### src/core/fpt_pkg.sv
// Behaviour
// RULE1: Debug reads of the whole 64 kB block pass only while bit 31 is set.
// RULE2: Bit 30 guards pages 120 to 127; cleared means write protected.
// RULE3: Bits 29..0 each guard four pages of 0..119; cleared protects.
// RULE4: Direct writes to the live register are volatile, lost at power.
// RULE5: First committed key is stored once, then needed for every change.
// RULE6: Key 0xDEADDEAD makes protection permanent until a mass erase.
// RULE7: Mass erase sets the key to all ones and erases user code.
// RULE8: Software writes saved mask, then key high in address, low in data.
// RULE9: Software sets lock field 1,0 and mode bit 3, then command 0x0C.
// RULE10: Repeating the key sequence with a new saved mask changes it.
// RULE11: SRAM fetch one cycle; SRAM data plus one, flash word plus two.
// RULE12: SRAM branch costs one fetch plus two refill cycles.
// RULE13: Flash fetch 1, or 2 for 32-bit at divider 0; dead time first.
// RULE14: Flash branch adds one decode cycle, plus four fills at divider 0.
// RULE15: Loads: dead 1, word 2, half 1; multiple N dead, 2N data.
// RULE16: Stores 50 us per halfword, word twice, multiple 2N times.
// RULE17: Flash code stalls in erase 20 ms per page or write 50 us.
// RULE18: With abort on, an interrupt ends erase or write within 10 cycles.
// RULE19: Software sets mode bit 1 to allow abort; else operations finish.
// RULE20: Protection writes with a wrong key are ignored.
// RULE21: Saved protection is loaded into the live register at every reset.
`default_nettype none
package fpt_pkg;
  localparam int CLK_HZ = 25000000;
  localparam int ERASE_MS = 20;
  localparam int WRITE_US = 50;
  localparam int ERASE_CYC = (ERASE_MS * CLK_HZ + 999) / 1000;
  localparam int WRITE_CYC = (WRITE_US * (CLK_HZ / 1000) + 999) / 1000;
  localparam int ABORT_CYC = 10;
  localparam int CNT_W = 20;
  localparam logic [7:0] OFF_STAT = 8'h00;
  localparam logic [7:0] OFF_MOD = 8'h04;
  localparam logic [7:0] OFF_CMD = 8'h08;
  localparam logic [7:0] OFF_DAT = 8'h0c;
  localparam logic [7:0] OFF_ADR = 8'h10;
  localparam logic [7:0] OFF_PRO = 8'h1c;
  localparam logic [7:0] OFF_HID = 8'h20;
  localparam int MOD_ABORT = 1;
  localparam int MOD_EWEN = 3;
  localparam int MOD_LOCK_LO = 5;
  localparam int MOD_W = 7;
  localparam logic [1:0] LOCK_PAT = 2'h2;
  localparam logic [7:0] CMD_HALF = 8'h02;
  localparam logic [7:0] CMD_PAGE = 8'h05;
  localparam logic [7:0] CMD_MASS = 8'h06;
  localparam logic [7:0] CMD_KEY = 8'h0c;
  localparam logic [31:0] KEY_PERM = 32'hdeaddead;
  localparam logic [31:0] ERASED = 32'hffffffff;
  localparam int RD_BIT = 31;
  localparam logic [4:0] TOP_GRP = 5'h1e;
  localparam logic [6:0] TOP_PAGE = 7'h78;
  localparam int PAGE_LSB = 9;
  localparam int ST_BUSY = 0;
  localparam int ST_DONE = 1;
  localparam int ST_FAIL = 2;
  localparam int ST_ABORT = 3;
  localparam int ST_KSET = 4;
  localparam int ST_PERM = 5;
  typedef enum logic [2:0] {
    DK_NONE, DK_SRAM, DK_LDW, DK_LDH, DK_LDM, DK_STH, DK_STW, DK_STM
  } fpt_dk_t;
  typedef struct packed {
    logic valid;
    logic src_flash;
    logic instr32;
    logic branch;
    fpt_dk_t kind;
    logic [4:0] n;
  } fpt_acc_t;
  typedef enum logic [1:0] {OK_HALF, OK_PAGE, OK_MASS} fpt_opk_t;
  typedef struct packed {
    logic valid;
    fpt_opk_t kind;
    logic [15:0] addr;
    logic [15:0] data;
  } fpt_op_t;
  typedef enum logic [1:0] {
    OP_IDLE = 2'b00, OP_RUN = 2'b01, OP_ABORT = 2'b11
  } fpt_ops_t;
endpackage
`default_nettype wire

### src/core/fpt_core.sv
`default_nettype none
module fpt_core #(
  parameter int ERASE_CYCLES = fpt_pkg::ERASE_CYC
) (
  input wire logic clk,
  input wire logic reset,
  input wire logic nv_blank,
  input wire logic [7:0] reg_addr,
  input wire logic [31:0] reg_wdata,
  input wire logic reg_we,
  input wire logic reg_re,
  output logic [31:0] reg_rdata,
  input wire logic [2:0] core_clock_divider,
  input wire logic irq_pending,
  input wire fpt_pkg::fpt_acc_t acc,
  output logic acc_ready,
  output logic acc_done,
  output logic dbg_read_en,
  output logic flash_stall,
  output var fpt_pkg::fpt_op_t flash_op
);
  localparam int CW = fpt_pkg::CNT_W;
  localparam logic [CW-1:0] ERASE_N = CW'(ERASE_CYCLES - 1);
  localparam logic [CW-1:0] WRITE_N = CW'(fpt_pkg::WRITE_CYC - 1);
  localparam logic [CW-1:0] ABORT_N = CW'(fpt_pkg::ABORT_CYC - 2);

  function automatic logic [4:0] grp_of(logic [15:0] a);
    logic [6:0] pg;
    pg = a[fpt_pkg::PAGE_LSB +: 7];
    return (pg >= fpt_pkg::TOP_PAGE) ? fpt_pkg::TOP_GRP : pg[6:2];
  endfunction

  function automatic logic [CW-1:0] acc_cycles(fpt_pkg::fpt_acc_t r,
                                               logic [2:0] cdv);
    int f;
    int b;
    int d;
    int x;
    int n;
    int w;
    n = int'(r.n);
    w = fpt_pkg::WRITE_CYC;
    f = (r.src_flash && r.instr32 && cdv == 3'h0) ? 2 : 1;
    b = !r.branch ? 0 : !r.src_flash ? 2 : (cdv == 3'h0) ? 5 : 1;
    unique case (r.kind)
      fpt_pkg::DK_NONE: d = 0;
      fpt_pkg::DK_SRAM: d = 1;
      fpt_pkg::DK_LDW: d = 2;
      fpt_pkg::DK_LDH: d = 1;
      fpt_pkg::DK_LDM: d = 2 * n;
      fpt_pkg::DK_STH: d = w;
      fpt_pkg::DK_STW: d = 2 * w;
      fpt_pkg::DK_STM: d = 2 * n * w;
    endcase
    if (!r.src_flash || r.kind == fpt_pkg::DK_NONE ||
        r.kind == fpt_pkg::DK_SRAM)
      x = 0;
    else if (r.kind == fpt_pkg::DK_LDM || r.kind == fpt_pkg::DK_STM)
      x = n;
    else
      x = 1;
    return CW'(f + b + x + d);
  endfunction

  logic [31:0] live_prot, next_live;
  logic [31:0] saved_prot, next_saved;
  logic [31:0] stored_key, next_key;
  logic key_set, next_kset;
  logic [15:0] adr, next_adr;
  logic [15:0] dat, next_dat;
  logic [fpt_pkg::MOD_W-1:0] mode, next_mode;
  logic st_done, next_done;
  logic st_fail, next_fail;
  logic st_abort, next_abort;
  fpt_pkg::fpt_ops_t op_state, next_state;
  logic [CW-1:0] op_cnt, next_cnt;
  logic [31:0] next_rdata;
  logic [31:0] stat_v;
  fpt_pkg::fpt_op_t next_fop;
  logic key_ok, perm, wr_ok, unprot, ewen, cmd_we;
  logic [1:0] lock;
  logic mass_go;

  always_comb
  begin
    next_live = live_prot;
    next_saved = saved_prot;
    next_key = stored_key;
    next_kset = key_set;
    next_adr = adr;
    next_dat = dat;
    next_mode = mode;
    next_done = st_done;
    next_fail = st_fail;
    next_abort = st_abort;
    next_state = op_state;
    next_cnt = op_cnt;
    next_fop = '0;
    key_ok = !key_set || {adr, dat} == stored_key; // [RULE5]
    perm = key_set && stored_key == fpt_pkg::KEY_PERM; // [RULE6]
    wr_ok = key_ok && !perm; // [RULE20]
    unprot = live_prot[grp_of(adr)]; // [RULE2] [RULE3]
    ewen = mode[fpt_pkg::MOD_EWEN];
    lock = mode[fpt_pkg::MOD_LOCK_LO +: 2];
    cmd_we = reg_we && reg_addr == fpt_pkg::OFF_CMD;
    mass_go = cmd_we && ewen && op_state == fpt_pkg::OP_IDLE &&
              reg_wdata[7:0] == fpt_pkg::CMD_MASS;
    stat_v = '0;
    stat_v[fpt_pkg::ST_BUSY] = op_state != fpt_pkg::OP_IDLE;
    stat_v[fpt_pkg::ST_DONE] = st_done;
    stat_v[fpt_pkg::ST_FAIL] = st_fail;
    stat_v[fpt_pkg::ST_ABORT] = st_abort;
    stat_v[fpt_pkg::ST_KSET] = key_set;
    stat_v[fpt_pkg::ST_PERM] = perm;
    // Clear on read first, so a set in the same cycle wins
    if (reg_re && reg_addr == fpt_pkg::OFF_STAT)
    begin
      next_done = 1'b0;
      next_fail = 1'b0;
      next_abort = 1'b0;
    end
    unique case (op_state)
      fpt_pkg::OP_IDLE: ;
      fpt_pkg::OP_RUN:
        if (mode[fpt_pkg::MOD_ABORT] && irq_pending) // [RULE18] [RULE19]
        begin
          next_state = fpt_pkg::OP_ABORT;
          next_cnt = ABORT_N;
        end
        else if (op_cnt == '0) // [RULE17]
        begin
          next_state = fpt_pkg::OP_IDLE;
          next_done = 1'b1;
        end
        else
          next_cnt = op_cnt - 1'b1;
      fpt_pkg::OP_ABORT:
        if (op_cnt == '0)
        begin
          next_state = fpt_pkg::OP_IDLE;
          next_abort = 1'b1;
        end
        else
          next_cnt = op_cnt - 1'b1;
      default: next_state = fpt_pkg::OP_IDLE;
    endcase
    if (reg_we)
    begin
      unique case (reg_addr)
        fpt_pkg::OFF_MOD: next_mode = reg_wdata[fpt_pkg::MOD_W-1:0];
        fpt_pkg::OFF_DAT: next_dat = reg_wdata[15:0];
        fpt_pkg::OFF_ADR: next_adr = reg_wdata[15:0]; // [RULE8]
        fpt_pkg::OFF_HID:
          if (wr_ok)
            next_live = reg_wdata; // [RULE4] [RULE20]
        fpt_pkg::OFF_PRO:
          if (wr_ok)
            next_saved = reg_wdata; // [RULE10] [RULE20]
        default: ;
      endcase
    end
    // One command at a time; anything else while busy is refused
    if (cmd_we)
    begin
      if (op_state != fpt_pkg::OP_IDLE || !ewen)
        next_fail = 1'b1;
      else
        unique case (reg_wdata[7:0])
          fpt_pkg::CMD_KEY:
            if (lock == fpt_pkg::LOCK_PAT && !key_set) // [RULE9]
            begin
              next_key = {adr, dat}; // [RULE5] [RULE8]
              next_kset = 1'b1;
              next_done = 1'b1;
            end
            else if (lock == fpt_pkg::LOCK_PAT && wr_ok) // [RULE10]
              next_done = 1'b1;
            else
              next_fail = 1'b1;
          fpt_pkg::CMD_HALF, fpt_pkg::CMD_PAGE:
            if (unprot) // [RULE2] [RULE3]
            begin
              next_state = fpt_pkg::OP_RUN;
              next_cnt = (reg_wdata[7:0] == fpt_pkg::CMD_PAGE) ?
                         ERASE_N : WRITE_N; // [RULE17]
              next_fop.valid = 1'b1;
              next_fop.kind = (reg_wdata[7:0] == fpt_pkg::CMD_PAGE) ?
                              fpt_pkg::OK_PAGE : fpt_pkg::OK_HALF;
              next_fop.addr = adr;
              next_fop.data = dat;
            end
            else
              next_fail = 1'b1;
          fpt_pkg::CMD_MASS:
          begin
            next_key = fpt_pkg::ERASED; // [RULE7]
            next_kset = 1'b0;
            next_saved = fpt_pkg::ERASED;
            next_live = fpt_pkg::ERASED;
            next_state = fpt_pkg::OP_RUN;
            next_cnt = ERASE_N;
            next_fop.valid = 1'b1;
            next_fop.kind = fpt_pkg::OK_MASS;
            next_fop.addr = adr;
            next_fop.data = dat;
          end
          default: next_fail = 1'b1;
        endcase
    end
    next_rdata = '0;
    if (reg_re)
      unique case (reg_addr)
        fpt_pkg::OFF_STAT: next_rdata = stat_v;
        fpt_pkg::OFF_MOD: next_rdata = {25'h0, mode};
        fpt_pkg::OFF_DAT: next_rdata = {16'h0, dat};
        fpt_pkg::OFF_ADR: next_rdata = {16'h0, adr};
        fpt_pkg::OFF_HID: next_rdata = live_prot;
        fpt_pkg::OFF_PRO: next_rdata = saved_prot;
        default: next_rdata = '0;
      endcase
  end

  // Saved mask and key model nonvolatile cells: only nv_blank and a mass erase clear them
  always_ff @(posedge clk)
  begin
    if (nv_blank)
    begin
      saved_prot <= fpt_pkg::ERASED;
      stored_key <= fpt_pkg::ERASED;
      key_set <= 1'b0;
    end
    else
    begin
      saved_prot <= next_saved;
      stored_key <= next_key;
      key_set <= next_kset;
    end
    if (reset)
    begin
      live_prot <= saved_prot; // [RULE21] [RULE4]
      dbg_read_en <= saved_prot[fpt_pkg::RD_BIT]; // [RULE1]
      adr <= '0;
      dat <= '0;
      mode <= '0;
      st_done <= 1'b0;
      st_fail <= 1'b0;
      st_abort <= 1'b0;
      op_state <= fpt_pkg::OP_IDLE;
      op_cnt <= '0;
      reg_rdata <= '0;
      flash_op <= '0;
      flash_stall <= 1'b0;
    end
    else
    begin
      live_prot <= next_live;
      dbg_read_en <= next_live[fpt_pkg::RD_BIT]; // [RULE1]
      adr <= next_adr;
      dat <= next_dat;
      mode <= next_mode;
      st_done <= next_done;
      st_fail <= next_fail;
      st_abort <= next_abort;
      op_state <= next_state;
      op_cnt <= next_cnt;
      reg_rdata <= next_rdata;
      flash_op <= next_fop;
      flash_stall <= next_state != fpt_pkg::OP_IDLE; // [RULE17]
    end
  end

  logic acc_busy, next_abusy;
  logic acc_flash, next_aflash;
  logic [CW-1:0] acc_cnt, next_acnt;
  logic next_adone;

  always_comb
  begin
    next_abusy = acc_busy;
    next_aflash = acc_flash;
    next_acnt = acc_cnt;
    next_adone = 1'b0;
    if (acc_busy)
    begin
      // Flash-sourced code cannot run while the array is busy
      if (acc_flash && op_state != fpt_pkg::OP_IDLE) // [RULE17]
        next_acnt = acc_cnt;
      else if (acc_cnt == '0)
      begin
        next_abusy = 1'b0;
        next_adone = 1'b1;
      end
      else
        next_acnt = acc_cnt - 1'b1;
    end
    else if (acc.valid)
    begin
      next_abusy = 1'b1;
      next_aflash = acc.src_flash;
      // [RULE11] [RULE12] [RULE13] [RULE14] [RULE15] [RULE16]
      next_acnt = acc_cycles(acc, core_clock_divider) - 1'b1;
    end
  end

  always_ff @(posedge clk)
  begin
    if (reset)
    begin
      acc_busy <= 1'b0;
      acc_flash <= 1'b0;
      acc_cnt <= '0;
      acc_done <= 1'b0;
      acc_ready <= 1'b0;
    end
    else
    begin
      acc_busy <= next_abusy;
      acc_flash <= next_aflash;
      acc_cnt <= next_acnt;
      acc_done <= next_adone;
      acc_ready <= !next_abusy;
    end
  end

  logic rst_d;
  always_ff @(posedge clk)
  begin
    rst_d <= reset;
  end
endmodule
`default_nettype wire

### config.mk
export PLATFORM = sky130hd
export DESIGN_NAME = fpt_core
export DESIGN_NICKNAME = d
export VERILOG_FILES = /design/src/core/fpt_pkg.sv /design/src/core/fpt_core.sv
export SDC_FILE = /design/constraint.sdc
export NUM_CORES = 1
export LEC_CHECK = 0
export BUFFER_PORTS_ARGS = -buffer_cell sky130_fd_sc_hd__buf_2
export CORE_UTILIZATION = 40
export CTS_BUF_LIST = sky130_fd_sc_hd__clkbuf_2 sky130_fd_sc_hd__clkbuf_4 sky130_fd_sc_hd__clkbuf_8
export DETAILED_ROUTE_END_ITERATION = 8
export GPL_ROUTABILITY_DRIVEN = 0
export PLACE_DENSITY = 0.69
export SYNTH_ARGS = -nofsm -noshare
export SYNTH_HDL_FRONTEND = slang
export SYNTH_SLANG_ARGS = --single-unit
### constraint.sdc
create_clock -name clk -period 5.4 [get_ports clk]
set_input_delay 1.08 -clock clk [delete_from_list [all_inputs] [get_ports clk]]
set_output_delay 1.08 -clock clk [all_outputs]
set_load 0.005 [all_outputs]
==> results of run 1 <==
## worst reg2reg max path, stage by stage, from the launching register on
cell,delay [ps]
dfxtp_1,730
nand3_4,240
and3_1,250
a211oi_1,240
o22ai_1,220
or3_1,530
a31oi_4,870
nor3b_1,220
## path summary, 6_finish.rpt
kind | to | cells after the start | startpoint
hold / removal | acc_cnt[6] | 2 | acc_cnt[6]
hold reg to reg | acc_cnt[6] | 2 | acc_cnt[6]
setup / recovery | acc_cnt[18] | 20 | acc[2]
setup reg to reg | flash_op[0] | 7 | adr[13]
## state kept, by name, summed over array words and instances, names as in the netlist, 2 cells and up
| signal | flops |
|---|---|
| flash_op | 35 |
| reg_rdata | 32 |
| saved_prot | 32 |
| stored_key | 32 |
| live_prot | 31 |
| acc_cnt | 20 |
| op_cnt | 20 |
| adr | 16 |
| dat | 16 |
| mode | 7 |
| op_state | 2 |
## where the power goes
part	leakage, nW	internal, W	switching (W)
sequential	2.05	0.00190	0.0000321
clock	0.510	0.00111	0.000792
combinational	4.25	0.000313	0.000398
## through the flow
stage               power, W  cell area [um2]  setup WS, ps  setup TNS [ps]  instances
CTS                  0.00457            15500           313               0       2134
detailed placement   0.00268            14500          -265            -265       2059
global route         0.00475            15500          51.5               0       2134
finish               0.00455            15500           437               0       2136
global placement     0.00266            14500         -60.6           -60.6       2059
floorplan            0.00246            13300          29.8               0       1541
## cells in the mapped netlist (23+ instances only)
| cell | n | area share, % |
|---|---|---|
| clkbuf_1 | 64 | 1.8 |
| inv_1 | 57 | 1.6 |
| nor3_1 | 65 | 2.4 |
| buf_2 | 23 | 0.86 |
| a21oi_1 | 96 | 3.6 |
| nand3_1 | 49 | 1.8 |
| xor2_1 | 39 | 2.6 |
| nand2_1 | 153 | 4.3 |
| a22oi_1 | 27 | 1.5 |
| o21bai_1 | 36 | 2.0 |
| nor3b_1 | 34 | 1.9 |
| mux2i_1 | 78 | 5.9 |
| xnor2_1 | 23 | 1.5 |
| a2bb2oi_1 | 33 | 2.2 |
| ha_1 | 64 | 6.0 |
| dfxtp_1 | 253 | 38 |
| nor2_1 | 121 | 3.4 |
| o21ai_0 | 59 | 2.2 |
## cells by family (layout without fill, tap and decap cells)
logic type                 Yosys count  after routing  synth area share [%]
xor gates and xnor gates            62             62                  4.07
other                                0              2                     0
and+or+nand+nor                    537            537                  20.2
adders and majority gates           73             73                  7.35
AOI/OAI and AO/OA                  374            374                  19.0
buffers and inverters              155            306                  4.72
muxes                               87             87                  6.70
DFF                                253            253                  38.0
## area by class of cell
class | instances | area [um2] | area share (%)
well taps | 442 | 553 | 3.57
multi-input cells | 1133 | 7710 | 49.8
inverters | 58 | 218 | 1.41
clock inverters | 11 | 146 | 0.946
repair buffers | 173 | 971 | 6.27
diodes | 2 | 5.00 | 0.0323
clock buffers | 64 | 812 | 5.25
flip-flops and latches | 253 | 5060 | 32.7
## layout by cell type, fill, tap and decap left out, types with 17 or more instances in the layout
master,count
buf_2,131
clkbuf_8,53
nor3_1,65
xor2_1,39
and3_1,17
inv_1,57
ha_1,64
a21oi_1,96
nor2_1,119
nor3b_1,34
nand3_1,49
mux2i_1,78
dfxtp_1,253
a211oi_1,19
a22oi_1,27
nand2_1,153
buf_4,42
o21ai_0,58
a2bb2oi_1,33
o21bai_1,36
nor4_1,19
xnor2_1,23
## timing repair
| action | in CTS | in global routing |
|---|---|---|
| setup endpoints to repair | 0 | 1 |
| hold buffers | 0 | 0 |
| gates resized for setup | 0 | 1 |
| setup buffers | 0 | 0 |
## layer usage
| metal | part of all wire (%) | GRT usage [%] | wire, um |
|---|---|---|---|
| met1 | 43 | 27.3 | 16000 |
| met2 | 47 | 36.5 | 17400 |
| met3 | 6.6 | 3.34 | 2430 |
| met4 | 2.9 | 7.37 | 1080 |
| met5 | 0 | 0 | 0 |
==> results.toml, run 1 <==
[outcome]
status = "complete, no violations"

[worst_setup_path]
slowest_delay_ps = 530
cp.arrival_ps = 5450
startpoint_type = "input port"
slowest_stage = "fa_1"
critPathMaxFanout = 3
critPathBufInv = 4
path_common_cell = "ha_1"
cp_cell_sequence = "buf_2 > inv_1 > fa_1 > inv_1 > ha_1 > fa_1 > ha_1 > buf_4 > a21oi_1 > xnor2_1 > nand2_1 > ha_1 > ha_1 > a21o_1 > a221oi_1 > o21ai_0 > o21ai_1 > a2111oi_1 > or3_1 > a31oi_1"
path_class = "input port to flip-flop"
cp-end-kind = "flip-flop"
r2r_setup_slack_ps = 1910
critPathTopFamily = "adder cells"
required_ps = 5890

[job]
cap_violations = 0

[floorplanning]
initial_core_util_pct = 40.8
num_io_pins = 132
die_w_um = 185
dieArea_um2 = 34100
core_region_area_um2 = 32700
fp-row-count = 66
die_y_um = 185

[yosys]
synthDistinctLibCells = 83
ys_async_sr_fraction_pct = 0
ys_warn_count = 0
synth.avg_cell_area_um2 = 8.66
synth_edf_count = 0
synth_seq_area_share_pct = 38.0
ys.flop_type = "dfxtp_1"
synth_area_um2 = 13300
ys_ff_latch = 253
syn-num-nets = 1675
syn_inst = 1541

[clocking]
cts_tree = "done"
ctsHtreeMaxLevel = 2
clock_sinks = 253
path_clk_slew_ps = 60
cts_buffers = 42
clockBufferDepth = 3
cts-root-buf = "clkbuf_8"
clk_latency_ps = 570

[detailed_routing]
drtPass1Iterations = 5
drt_iter0_drc = 1035
postRouteAntennaNets = 0
post_drt_wl_per_cell_um = 17.3
drt_wl_total_um = 36900
via_per_inst = 5.59
drc = 0
route.vias.total = 11900

[timing]
tightestPinTransition_ps = 1040
finalHoldViolCount = 0
clock_skew_ps = 29.1
clock.fmax_mhz = 202
finalMaxSlewViolations = 0
finalSetupViolCount = 0
rsz0062_at_grt = "false"
holdWs_ps = 486
final.period_utilization_pct = 91.9
relSlewSlack_pct = 30.9
min_period_ps = 4960

[cells_and_area]
final_util_pct = 47.3
drive_gt1_share_pct = 16.8
n_fill_cell = 3154
syn_to_final_growth_pct = 16.0
final_nets = 1795

[global_route]
antenna_found_initial = 0
grt_use_total_pct = 21.4
grt_max_degree = 51
grt_pass1_wl_um = 58700
grt_pass1_vias = 11400
grt_overflow = 0

[placed_design]
dpl.hpwl_um = 25600
numPortBuffers = 131

[hold_path]
min_path_type = "flip-flop to flip-flop"

[power]
peakVddDrop_v = 0.000129
cellLeakagePower_nw = 6.81
p_per_area_nw_per_um2 = 294
No activity file was read; power rests on OpenSTA's default activity.
==> run 2, diff against run 1 <==
Settings changed: ABC_AREA from default to 1.
==> run 2 against run 1 <==
Synthesized cell count up 38%; worst hold slack worse by 11 ps; highest routed layer is now met5; clock-buffer cell count down 1; clock power down 3%; fmax down 0.82%; largest cell class unchanged; critical endpoint is now acc_cnt[17]; sequential share of layout area down 1.6 points; power up 3.1%.
==> results.toml, run 2 <==
[cells_and_area]
multi_input_area_um2 = 7890
final_cell_mix = "nand2_1 (476), dfxtp_1 (253), a21oi_1 (245), nor2_1 (233), inv_1 (228)"
final_nets = 2371
max_flop_register = "flash_op"
seqCellArea_um2 = 5060
fin_cells = 2720
n_antenna_cell = 0
final_common_cell = "nand2_1"
largest_reg_flops = 35
syn_to_final_growth_pct = 14.2
n_fill_cell = 3525
drive_gt1_share_pct = 12.0

[timing]
clock.fmax_mhz = 200
min_period_ps = 5000
finalHoldViolCount = 0
rsz0062_at_grt = "false"
finalSetupViolCount = 0
tightestPinTransition_ps = 1250
final.period_utilization_pct = 92.7
fin_ws_ps = 396
relSlewSlack_pct = 16.0
finalMaxSlewViolations = 0
finalSetupTns_ps = 0
clock_skew_ps = 43.1

[yosys]
syn-num-nets = 2253
synth_top_area_share_pct = 35.5
ys_async_sr_fraction_pct = 0
synth.avg_cell_area_um2 = 6.72
syn_inst = 2119
synth_most_common_cell = "nand2_1"
synth_seq_area_share_pct = 35.5
synth_edf_count = 0
synth_area_um2 = 14200
synth_common_cells = "nand2_1 (476), dfxtp_1 (253), a21oi_1 (245), nor2_1 (234), inv_1 (230)"
synth_area_leaders = "dfxtp_1 (36%), nand2_1 (13%), a21oi_1 (8.6%)"
yosysTopAreaCell = "dfxtp_1"
ys_ff_latch = 253
ys_warn_count = 0
ys.flop_type = "dfxtp_1"
synthDistinctLibCells = 49

[floorplanning]
fp-row-count = 68
die_w_um = 191
num_io_pins = 132
initial_core_util_pct = 40.9
core_region_area_um2 = 34800
die_y_um = 191
dieArea_um2 = 36400

[global_route]
grt_pass1_wl_um = 69000
grt_overflow = 0
grt_pass1_vias = 13700
antenna_found_initial = 2
grt_max_degree = 99
grt_use_total_pct = 23.4

[worst_setup_path]
cp-end-kind = "flip-flop"
critPathMaxFanout = 4
cp.arrival_ps = 5460
path_class = "input port to flip-flop"
required_ps = 5860
startpoint_type = "input port"

[power]
cellLeakagePower_nw = 7.70
p_per_area_nw_per_um2 = 288
peakVddDrop_v = 0.000173
fin_total_pwr_w = 0.00469

[clocking]
postCtsSetupRepairBufs = 0
path_clk_slew_ps = 70
cts_buffers = 43
clk_latency_ps = 570
cts_tree = "done"
clockBufferDepth = 3
ctsHtreeMaxLevel = 2
cts-root-buf = "clkbuf_8"
clock_sinks = 253

[detailed_routing]
drt_wl_total_um = 42800
route.vias.total = 14700
post_drt_wl_per_cell_um = 15.7
drt_iter0_drc = 1537
drc = 0
postRouteAntennaNets = 0
via_per_inst = 5.39
drtPass1Iterations = 8

[placed_design]
numPortBuffers = 131
dp_cells = 2647
dpl.hpwl_um = 29300
place_ws_ps = -177

[outcome]
status = "complete, no violations"

[job]
cap_violations = 0

[hold_path]
min_path_type = "flip-flop to flip-flop"
-- run 2: cell types whose count changed after synthesis, sizes merged, moves of 49 or more --
cell	change
nand2	+327
inv	+178
a21oi	+149
nor2	+114
nand3	+98
o21ai	+79
mux2i	-78
nor3	-49
-- run 2: cell families (layout without fill, tap and decap cells) --
family / Yosys count / count (layout) / synth area share (%)
buffers and inverters: 334 / 480 / 9.22
xor gates and xnor gates: 36 / 36 / 2.21
AOI/OAI and AO/OA: 498 / 498 / 19.3
adders and majority gates: 73 / 73 / 6.89
and+or+nand+nor: 925 / 925 / 26.9
DFF: 253 / 253 / 35.5
-- run 2: repair_timing --
item,CTS,global route
endpoints found under the hold margin,0,0
setup endpoints to repair,0,1
hold buffers,0,0
gates resized for setup,0,1
-- run 2: through the flow --
| step | cell area [um2] | hold WS (ps) | utilization, % |
|---|---|---|---|
| 2_1_floorplan | 14200 | 442 | - |
| 3_3_place_gp | 15400 | 461 | 44.1 |
| 3_5_place_dp | 15400 | 468 | 44.1 |
| 4_1_cts | 16300 | 477 | 46.7 |
| 5_1_grt | 16300 | 494 | 46.8 |
| 6_report | 16300 | 475 | 46.8 |
-- run 2: area by class of cell --
type	instances	share of cell area (%)
Clock buffer	63	4.91
Clock inverter	10	0.700
Inverter	237	5.47
Multi-Input combinational cell	1532	48.5
Sequential cell	253	31.1
Tap cell	455	3.50
Timing Repair Buffer	170	5.83
-- run 2: per-layer routing --
layer | up-vias | GRT usage (%) | share of wire [%]
met5 | - | 0 | 0.030
met4 | 2 | 7.11 | 2.3
met3 | 87 | 4.64 | 8.6
met2 | 571 | 36.2 | 43
met1 | 6750 | 32.5 | 46
li1 | 7243 | - | -
-- run 2: worst max-delay path, cell delays in order --
cell	delay, ps
buf_2	90
inv_1	60
fa_1	540
inv_1	40
ha_1	180
fa_1	460
ha_1	330
a21oi_1	140
o21ai_0	110
a21oi_1	180
nor2_1	70
o21ai_0	250
nand3_1	110
nand3_1	140
inv_1	60
ha_1	290
ha_1	290
buf_4	150
nand2_1	80
nor2_1	60
a221oi_1	260
nand2_1	120
a21oi_1	130
o21ai_0	100
a21oi_1	130
-- run 2: final timing paths --
check	startpoint	endpoint	slack, ps	cells past startpoint
worst min-delay path	st_abort	st_abort	480	2
worst max-delay path	acc[2]	acc_cnt[17]	400	25
worst max register to register	adr[13]	live_prot[29]	1640	14
worst min register to register	st_abort	st_abort	480	2
-- run 2: power breakdown --
| group | leakage (nW) | switching, W | internal (W) |
|---|---|---|---|
| registers | 2.06 | 0.0000755 | 0.00194 |
| clock network | 0.487 | 0.000802 | 0.00105 |
| logic | 5.15 | 0.000510 | 0.000314 |
